==> config.mk <==
export PLATFORM = sky130hd
export DESIGN_NAME = xad_decoder
export DESIGN_NICKNAME = d
export VERILOG_FILES = /design/src/rtl/xad_pkg.sv /design/src/rtl/xad_decoder.sv
export SDC_FILE = /design/constraint.sdc
export NUM_CORES = 1
export LEC_CHECK = 0
export ABC_AREA = 1
export CORE_ASPECT_RATIO = 1.2
export CORE_MARGIN = 3
export CORE_UTILIZATION = 23
export DETAILED_ROUTE_END_ITERATION = 12
export DONT_BUFFER_PORTS = 1
export GPL_ROUTABILITY_DRIVEN = 0
export HOLD_SLACK_MARGIN = 0.06
export PLACE_DENSITY_LB_ADDON = 0.05
export SLEW_MARGIN = 20
export SYNTH_ARGS = -nofsm -noshare
export SYNTH_HDL_FRONTEND = slang
export SYNTH_SLANG_ARGS = --single-unit
==> constraint.sdc <==
create_clock -name clk -period 1.96 [get_ports clk]
set_clock_uncertainty 0.05 [all_clocks]
set_input_delay 0.392 -clock clk [delete_from_list [all_inputs] [get_ports clk]]
set_output_delay 0.392 -clock clk [all_outputs]
set_load 0.02 [all_outputs]
==> src/rtl/xad_pkg.sv <==
package xad_pkg;

  // ==========================================================
  // address space
  // ==========================================================
  localparam int          ADDR_W         = 24;      // 16-Mbyte linear space
  localparam int          DATA_W         = 16;      // internal data width

  // small extension ram window
  localparam logic [23:0] SRAM_BASE      = 24'h00_E000;
  localparam logic [23:0] SRAM_LAST      = 24'h00_E7FF;

  // large extension ram: 8 Kbyte, mirrored every 16 Kbyte
  localparam logic [23:0] LRAM_SIZE      = 24'h00_2000;
  localparam logic [23:0] LRAM_MIRROR    = 24'h00_4000;
  localparam logic [23:0] LRAM_WIN_RST   = 24'h09_0000; // window after reset
  localparam logic [23:0] LRAM_WIN_SIZE  = 24'h01_0000; // window span

  // xbus peripheral 256-byte pages (address bits 23:8)
  localparam logic [15:0] PG_CAN1        = 16'h00EF;
  localparam logic [15:0] PG_CAN2        = 16'h00EE;
  localparam logic [15:0] PG_RTC         = 16'h00ED;
  localparam logic [15:0] PG_PWM         = 16'h00EC;
  localparam logic [15:0] PG_MISC        = 16'h00EB;
  localparam logic [15:0] PG_I2C         = 16'h00EA;
  localparam logic [15:0] PG_ASC         = 16'h00E9;
  localparam logic [15:0] PG_SSC         = 16'h00E8;

  // peripheral configuration bit positions
  localparam int          PC_SMALL_RAM   = 2;
  localparam int          PC_LARGE_RAM   = 3;
  localparam int          PC_CAN1        = 0;
  localparam int          PC_CAN2        = 1;
  localparam int          PC_RTC         = 4;
  localparam int          PC_PWM         = 6;
  localparam int          PC_ASC         = 7;
  localparam int          PC_SSC         = 8;
  localparam int          PC_I2C         = 9;
  localparam int          PC_MISC        = 10;

  // flash sectors in user mode
  localparam logic [23:0] FL_LOW_LAST    = 24'h00_7FFF; // sectors 0..3
  localparam logic [23:0] FL_S4_BASE     = 24'h01_8000;
  localparam logic [23:0] FL_S5_BASE     = 24'h02_0000;
  localparam logic [23:0] FL_S5_LAST     = 24'h02_FFFF;
  localparam logic [23:0] FL_RSV_LAST    = 24'h04_FFFF;
  localparam logic [23:0] TF_LAST        = 24'h00_1FFF; // test sector

  // external memory with can in use: 4 segment lines
  localparam logic [23:0] EXT_CAN_LAST   = 24'h4F_FFFF; // 5 Mbyte

  // ==========================================================
  // timing
  // ==========================================================
  localparam real         CPU_NS         = 5.0;     // clk period
  localparam real         XPER_ACC_NS    = 62.5;    // documented access
  localparam real         REF_CYC_NS     = 15.625;  // 64 MHz cycle
  localparam logic [1:0]  XPER_WAIT      = 2'h2;    // wait states
  localparam logic [1:0]  XRAM_WAIT      = 2'h0;

  // ==========================================================
  // target selection
  // ==========================================================
  typedef enum logic [3:0] {
    XAD_T_EXT   = 4'b0000,
    XAD_T_FLASH = 4'b0001,
    XAD_T_TFL   = 4'b0010,
    XAD_T_SRAM  = 4'b0011,
    XAD_T_LRAM  = 4'b0100,
    XAD_T_CAN1  = 4'b0101,
    XAD_T_CAN2  = 4'b0110,
    XAD_T_RTC   = 4'b0111,
    XAD_T_PWM   = 4'b1000,
    XAD_T_ASC   = 4'b1001,
    XAD_T_SSC   = 4'b1010,
    XAD_T_I2C   = 4'b1011,
    XAD_T_MISC  = 4'b1100,
    XAD_T_RSV   = 4'b1101
  } xad_target_t;

  // cpu request
  typedef struct packed {
    logic        valid;   // access request
    logic [23:0] addr;    // byte address
    logic        write;   // 1 = write
    logic        byte_en; // 1 = byte access
    logic        bit_op;  // single-bit access
    logic        stack;   // system stack / register bank use
  } xad_req_t;

  // decode result
  typedef struct packed {
    logic        valid;     // registered decode strobe
    xad_target_t target;    // selected target
    logic [23:0] addr;      // address to target (folded for large ram)
    logic [1:0]  waits;     // on-chip wait states
    logic        demux;     // demultiplexed 16-bit access
    logic        err;       // illegal access form, refused
    logic [2:0]  ext_win;   // external window index (0 = default)
  } xad_sel_t;

endpackage

==> src/rtl/xad_decoder.sv <==
`timescale 1ns/1ps

module xad_decoder #(
  parameter int NUM_WIN = 4                 // external window registers
) (
  input  wire logic              clk,              // cpu clock
  input  wire logic              rst,              // async reset, high
  input  wire xad_pkg::xad_req_t req,              // cpu access
  input  wire logic              global_xbus_enable, // system config bit
  input  wire logic [15:0]       xbus_peripheral_config, // per-target
  input  wire logic              lrw_load,         // load window select
  input  wire logic [7:0]        lrw_value,        // window, 64K units
  input  wire logic              bootstrap_mode,   // pin strap
  input  wire logic [NUM_WIN*24-1:0] ext_window_select_n, // bases
  input  wire logic [NUM_WIN*24-1:0] ext_window_mask_n,   // masks
  output xad_pkg::xad_sel_t      sel,              // registered decode
  output logic [7:0]             large_ram_window_select, // current
  output logic                   ext_limited,      // 5M external only
  output logic [15:0]            periph_visible    // claimed targets
);

  // ==========================================================
  // strap and enable capture
  // ==========================================================
  logic boot_s1_r;                          // synchroniser stage 1
  logic boot_s2_r;                          // synchroniser stage 2
  logic xen_s1_r;                           // xbus enable stage 1
  logic xen_s2_r;                           // xbus enable stage 2

  // pin strap and enable treated as asynchronous levels
  always_ff @(posedge clk or posedge rst) begin
    if (rst) begin
      boot_s1_r <= 1'b0;
      boot_s2_r <= 1'b0;
      xen_s1_r  <= 1'b0;
      xen_s2_r  <= 1'b0;
    end else begin
      boot_s1_r <= bootstrap_mode;
      boot_s2_r <= boot_s1_r;
      xen_s1_r  <= global_xbus_enable;
      xen_s2_r  <= xen_s1_r;
    end
  end

  // ==========================================================
  // large ram window register
  // ==========================================================
  localparam logic [7:0] LRW_RST = xad_pkg::LRAM_WIN_RST[23:16];

  // software moves the window; reset puts it at segment 9
  always_ff @(posedge clk or posedge rst) begin
    if (rst) begin
      large_ram_window_select <= LRW_RST;
    end else if (lrw_load) begin
      large_ram_window_select <= lrw_value;
    end
  end

  // ==========================================================
  // enable qualification
  // ==========================================================
  logic [15:0] en;                          // per-bit effective enable

  // a clear bit means the page stays unclaimed and invisible
  assign en = xen_s2_r ? xbus_peripheral_config : 16'h0000;

  assign periph_visible = en;

  // can pins take segment lines away from external memory
  assign ext_limited = en[xad_pkg::PC_CAN1] | en[xad_pkg::PC_CAN2];

  // ==========================================================
  // address decode
  // ==========================================================
  logic [23:0]          a;                  // request address
  logic [15:0]          page;               // address bits 23:8
  xad_pkg::xad_target_t tgt;                // combinational target
  logic [23:0]          taddr;              // address forwarded
  logic [1:0]           twait;              // wait states
  logic                 tdemux;             // demux bus
  logic                 terr;               // refused form
  logic                 in_lrw;             // inside large window
  logic [2:0]           win;                // external window hit

  assign a    = req.addr;
  assign page = a[23:8];
  // window is 64K wide; 8K ram mirrored each 16K inside it
  assign in_lrw = (a[23:16] == large_ram_window_select)
                & (a[13:0] < xad_pkg::LRAM_SIZE[13:0]);

  // external window match, first hit wins
  always_comb begin
    win = 3'h0;
    for (int i = NUM_WIN - 1; i >= 0; i--) begin
      if (((a ^ ext_window_select_n[i*24 +: 24])
           & ext_window_mask_n[i*24 +: 24]) == 24'h00_0000) begin
        win = 3'(i + 1);
      end
    end
  end

  // priority: xbus pages, rams, flash, else external
  always_comb begin
    tgt    = xad_pkg::XAD_T_EXT;
    taddr  = a;
    twait  = xad_pkg::XRAM_WAIT;
    tdemux = 1'b0;
    terr   = 1'b0;
    if (page == xad_pkg::PG_CAN1 && en[xad_pkg::PC_CAN1]) begin
      tgt = xad_pkg::XAD_T_CAN1;
    end else if (page == xad_pkg::PG_CAN2 && en[xad_pkg::PC_CAN2]) begin
      tgt = xad_pkg::XAD_T_CAN2;
    end else if (page == xad_pkg::PG_RTC && en[xad_pkg::PC_RTC]) begin
      tgt = xad_pkg::XAD_T_RTC;
    end else if (page == xad_pkg::PG_PWM && en[xad_pkg::PC_PWM]) begin
      tgt = xad_pkg::XAD_T_PWM;
    end else if (page == xad_pkg::PG_ASC && en[xad_pkg::PC_ASC]) begin
      tgt = xad_pkg::XAD_T_ASC;
    end else if (page == xad_pkg::PG_SSC && en[xad_pkg::PC_SSC]) begin
      tgt = xad_pkg::XAD_T_SSC;
    end else if (page == xad_pkg::PG_I2C && en[xad_pkg::PC_I2C]) begin
      tgt = xad_pkg::XAD_T_I2C;
    end else if (page == xad_pkg::PG_MISC && en[xad_pkg::PC_MISC]) begin
      tgt = xad_pkg::XAD_T_MISC;
    end else if (a >= xad_pkg::SRAM_BASE && a <= xad_pkg::SRAM_LAST
                 && en[xad_pkg::PC_SMALL_RAM]) begin
      tgt = xad_pkg::XAD_T_SRAM;
    end else if (in_lrw && en[xad_pkg::PC_LARGE_RAM]) begin
      tgt   = xad_pkg::XAD_T_LRAM;
      // fold mirrors onto the 8K array offset
      taddr = {11'h000, a[12:0]};
    end else if (boot_s2_r && a <= xad_pkg::TF_LAST) begin
      tgt = xad_pkg::XAD_T_TFL;
    end else if (a <= xad_pkg::FL_LOW_LAST
                 || (a >= xad_pkg::FL_S4_BASE
                     && a <= xad_pkg::FL_S5_LAST)) begin
      tgt = xad_pkg::XAD_T_FLASH;
    end else if (a > xad_pkg::FL_S5_LAST
                 && a <= xad_pkg::FL_RSV_LAST) begin
      tgt = xad_pkg::XAD_T_RSV;
    end
    // disabled ram ranges fall through to external above

    // access form per target class
    unique case (tgt)
      xad_pkg::XAD_T_SRAM,
      xad_pkg::XAD_T_LRAM: begin
        tdemux = 1'b1;
        twait  = xad_pkg::XRAM_WAIT;
        // no stack, bank or bit storage here
        terr   = req.bit_op | req.stack;
      end
      xad_pkg::XAD_T_CAN1,
      xad_pkg::XAD_T_CAN2: begin
        tdemux = 1'b1;
        twait  = xad_pkg::XPER_WAIT;
        terr   = req.byte_en;
      end
      xad_pkg::XAD_T_RTC,
      xad_pkg::XAD_T_PWM,
      xad_pkg::XAD_T_ASC,
      xad_pkg::XAD_T_SSC,
      xad_pkg::XAD_T_I2C,
      xad_pkg::XAD_T_MISC: begin
        tdemux = 1'b1;
        twait  = xad_pkg::XPER_WAIT;
        terr   = req.byte_en;
      end
      xad_pkg::XAD_T_EXT: begin
        // top segment lines missing while can is in use
        terr = ext_limited && (a > xad_pkg::EXT_CAN_LAST);
      end
      xad_pkg::XAD_T_FLASH,
      xad_pkg::XAD_T_TFL,
      xad_pkg::XAD_T_RSV: begin
        terr = 1'b0;
      end
      default: begin
        terr = 1'b1;
      end
    endcase
  end

  // ==========================================================
  // registered output
  // ==========================================================
  // one cycle of decode latency keeps the compare tree off the bus path
  always_ff @(posedge clk or posedge rst) begin
    if (rst) begin
      sel <= '0;
    end else begin
      sel.valid   <= req.valid;
      sel.target  <= tgt;
      sel.addr    <= taddr;
      sel.waits   <= twait;
      sel.demux   <= tdemux;
      sel.err     <= req.valid & terr;
      sel.ext_win <= (tgt == xad_pkg::XAD_T_EXT) ? win : 3'h0;
    end
  end

endmodule

==> results.txt <==
Summed over all failing endpoints, the final setup total negative slack is 0 ns. The share of total power dissipated in the clock network is 0.346. The number of remaining DRC errors is 0.

On the final layout, the worst hold slack is roughly 0.12 ns. The synthesized area per cell is 6.65 um^2. The number of detailed-routing iterations run before antenna repair came out at 4. The worst-path maximum fanout is 15. The highest clock rate is 0.532 GHz. The switching share of power came out at 0.320.

The via count of the first global-routing pass is roughly 4500. Of the post-synthesis cell area, the dominant cell type holds 0.274. The overall power after layout is 2.62 mW. The H-tree generated during clock tree synthesis spans 2 levels. The power share of the sequential group is 0.418. The delay contributed by the slowest stage of the critical path is 0.41 ns.

The number of nets in the layout came out at 903. TritonCTS built the clock tree. Entering global routing, the biggest net connects 26 pins.

The critical path is of the reg2reg type. The post-DP HPWL is 14.3 mm. The core region is between 0.015 and 0.02 mm^2. The synthesized netlist cell count came out at 618. The placed instance count came out at 837. In this run the cell area of the synthesized design comes to around 0.0041 mm^2.

The maximum resistive drop on vdd came out at 284 uV. The finished cells cover between 0.004 and 0.005 mm^2. The clock passes through at most 2 buffers. The internal power contribution came out at 1.78 mW.

The placed instances occupy a cell area of 0.00441 mm^2. The final-report hold violation count came out at 0. The critical path required time is 2.14 ns. The first global-routing pass estimated 25.1 mm of wire. The kind of cell with the highest combined delay along the critical path is simple AND/OR/NAND/NOR gates. The total setup violations reported at the end of the flow is 0. The post-detailed-route via-to-cell ratio came out at around 4.8. The initial antenna violation count came to 0. The share of synthesized flip-flops with an asynchronous set or reset came out at 1.00.

Counting the buffers created by CTS gives 5. The multi-input combinational cells in the finished layout cover a total of 0.00259 mm^2. The quantity of I/O buffers inserted on ports came out at 0. The cell row count is 52. Across all setup checks in the final design, the least slack found is 0.0806 ns. The die covers 0.0195 mm^2. STA classifies the critical path endpoint as a register. The count of flip-flops with a built-in enable after synthesis is 0. For this run the aggregate overflow at the end of global routing stands at 0. The largest individual stage delay along the critical path comes from the cell dfrtp_1. The horizontal extent of the die came out at approximately 130 um.

The power spent charging and discharging nets is 0.838 mW. Counting flops and latches in the post-synthesis netlist gives between 40 and 50. The number of filler instances in the final layout is about 2000. After the first detailed-routing iteration, the DRC count stood at roughly 170. The number of pins with negative max-slew slack in the final report was 0. The number of nets produced by synthesis is 868. For this design the static power due to leakage is 2.34 nW. The worst path needs between 1.5 and 2 ns of the cycle, external delays included. The sort of element at the start of the critical path is a register. The run finished with clean final reports. The transition time of the tightest slew-check pin is 0.489 ns. The routed wire length is 16.9 mm. For this block, the via count after detailed routing is 4216. The setup slack after placement is -0.186 ns. Counting both buffers and inverters, the worst setup path holds a total of 1.

In this run the vertical extent of the chip is 152 um. The combinational group share of total power came out at 0.235. At the end of the flow the core is filled with cells to 0.283. CTS placed an instance of clkbuf_16 at the clock tree root. For this run, the leading register cell type out of synthesis is dfrtp_1.

The remaining number of nets flagged by the antenna check after routing is 0. The total number of clock tree sinks is 47. The reported max-cap violation count is 0. The signal on the critical path passes through buf_6, nand2_1, nor2_1, o31ai_2, nand4_2, nor2_4, nand3_2, a21oi_2. Of the synthesized area, sequential elements account for 0.287. Yosys printed 0 warnings. The clock latency on the worst-skew pair is around 0.3 ns. The cell type with the highest aggregate area in the netlist is dfrtp_1. Dividing the final minimum period by the clock period gives 0.959. In this run the tightest slew margin relative to its limit is 0.671.

The overall routing resource usage came out at 0.168. The initial cell density of the core came out at 0.239. The number of diodes came out at 0. The unique cell type count in the Yosys netlist is 49. The routed wirelength normalized by instance count is 19.4 um. In the final layout, the share of cells above drive strength 1 is 0.205.

The total power density per cell area came out at about 540 mW/mm^2. Sorting the synthesized cells by area gives the leading types as dfrtp_1 27%, nand2_1 15%, nand3_1 7.2%. The final non-filler cell total is between 800 and 900.

The clock slew at the register clock pins of the worst setup and hold paths came out at around 0.070 ns. Data arrives at the worst endpoint at around 2 ns. Setup repair after global routing could not meet its margin everywhere. Registers take 0.00118 mm^2. During I/O placement, the number of pins put on the boundary was 311. The area overhead of the layout relative to synthesis came out at 18.4%. The worst min-delay path class is in2reg.
-- power groups by stage --
stage | Combinational (mW) | Clock (mW) | Sequential [mW]
after detailed placement | 0.573 | 0 | 1.11
after global routing | 0.698 | 0.981 | 1.10
final | 0.615 | 0.906 | 1.09
after CTS | 0.608 | 0.969 | 1.09
after floorplan | 0.455 | 0 | 1.12
after global placement | 0.570 | 0 | 1.11
-- layer usage --
| layer | wire [um] | part of all wire | global-route usage |
|---|---|---|---|
| met1 | 5770 | 0.34 | 0.174 |
| met3 | 1380 | 0.082 | 0.0508 |
| met4 | 233 | 0.014 | 0.0379 |
| met2 | 9480 | 0.56 | 0.325 |
| met5 | 0 | 0 | 0 |
-- logic make-up after synthesis --
group / Yosys count / synth area share
AOI/OAI and AO/OA: 79 / 0.115
and+or+nand+nor: 390 / 0.450
xor gates and xnor gates: 20 / 0.0426
DFF: 47 / 0.287
muxes: 2 / 0.00548
buffers and inverters: 79 / 0.0995
other: 1 / 0.000912
-- registers in the layout, indices dropped and copies added, names as in the netlist --
signal                   flops
large_ram_window_select      8
sel                         35
boot_s1_r                    1
xen_s2_r                     1
boot_s2_r                    1
xen_s1_r                     1
-- cells in the mapped netlist, types with 6 or more instances --
library cell and number:
a21oi_1 21, buf_4 7, buf_6 8, dfrtp_1 45, inv_1 44, inv_2 6, nand2_1 159, nand3_1 59
nand4_1 14, nor2_1 75, nor3_1 14, o21a_1 8, o21ai_0 28, o22ai_1 7, or2_2 36, xor2_1 17
-- worst register-to-register path, stage by stage, from the launching register on --
cell	delay [ns]
dfrtp_1	0.41
buf_6	0.17
nand2_1	0.09
nor2_1	0.08
o31ai_2	0.34
nand4_2	0.22
nor2_4	0.16
nand3_2	0.15
a21oi_2	0.14
-- cells in the final DEF, fill, tap and decap left out, types with 2 or more instances in the layout --
cell / instances
nand3_2: 7
nand2_2: 7
dfrtp_1: 44
buf_4: 33
nand3_1: 57
o21ai_1: 3
a21oi_1: 21
a32o_1: 2
dlygate4sd3_1: 18
nand2_4: 3
nor2_1: 71
clkinv_4: 2
nor4_1: 3
nor3_1: 13
inv_1: 42
inv_4: 2
o21a_1: 8
a221oi_1: 2
dfstp_2: 2
o21ai_0: 28
and3_1: 3
nor2_4: 4
a22o_1: 2
nor3_2: 2
or2_2: 36
inv_2: 8
xnor2_1: 2
nor2_2: 8
clkbuf_16: 5
mux2_2: 2
nand2_1: 155
nand4_1: 14
o22ai_1: 7
xor2_1: 17
-- what timing repair did --
item                                    4_1_cts  5_1_grt
pin swaps                                     0       16
endpoints found under the setup margin        1        5
hold buffers                                 18        0
gates resized for setup                       1       18
buffers inserted                              0        7
hold endpoints to repair                     30        0
-- cell type report --
class	instances	area share
clock buffers	5	0.0257
clock inverters	3	0.00514
inverters	54	0.0437
multi-input cells	492	0.533
flip-flops and latches	47	0.242
well taps	216	0.0555
repair buffers	53	0.0943
-- path summary, 6_finish.rpt --
| check | startpoint | end | slack [ns] | depth (start not counted) |
|---|---|---|---|---|
| worst min-delay path | lrw_load | large_ram_window_select[0] | 0.12 | 1 |
| min in group asynchronous | rst | sel[17] | 0.51 | 2 |
| worst max register to register | xen_s2_r | sel[0] | 0.08 | 8 |
| worst min register to register | xen_s1_r | xen_s2_r | 0.31 | 0 |
| worst max-delay path | xen_s2_r | sel[0] | 0.08 | 8 |
| max in group asynchronous | rst | large_ram_window_select[7] | 0.84 | 3 |
Note: power is estimated with default switching activity, not from simulation.
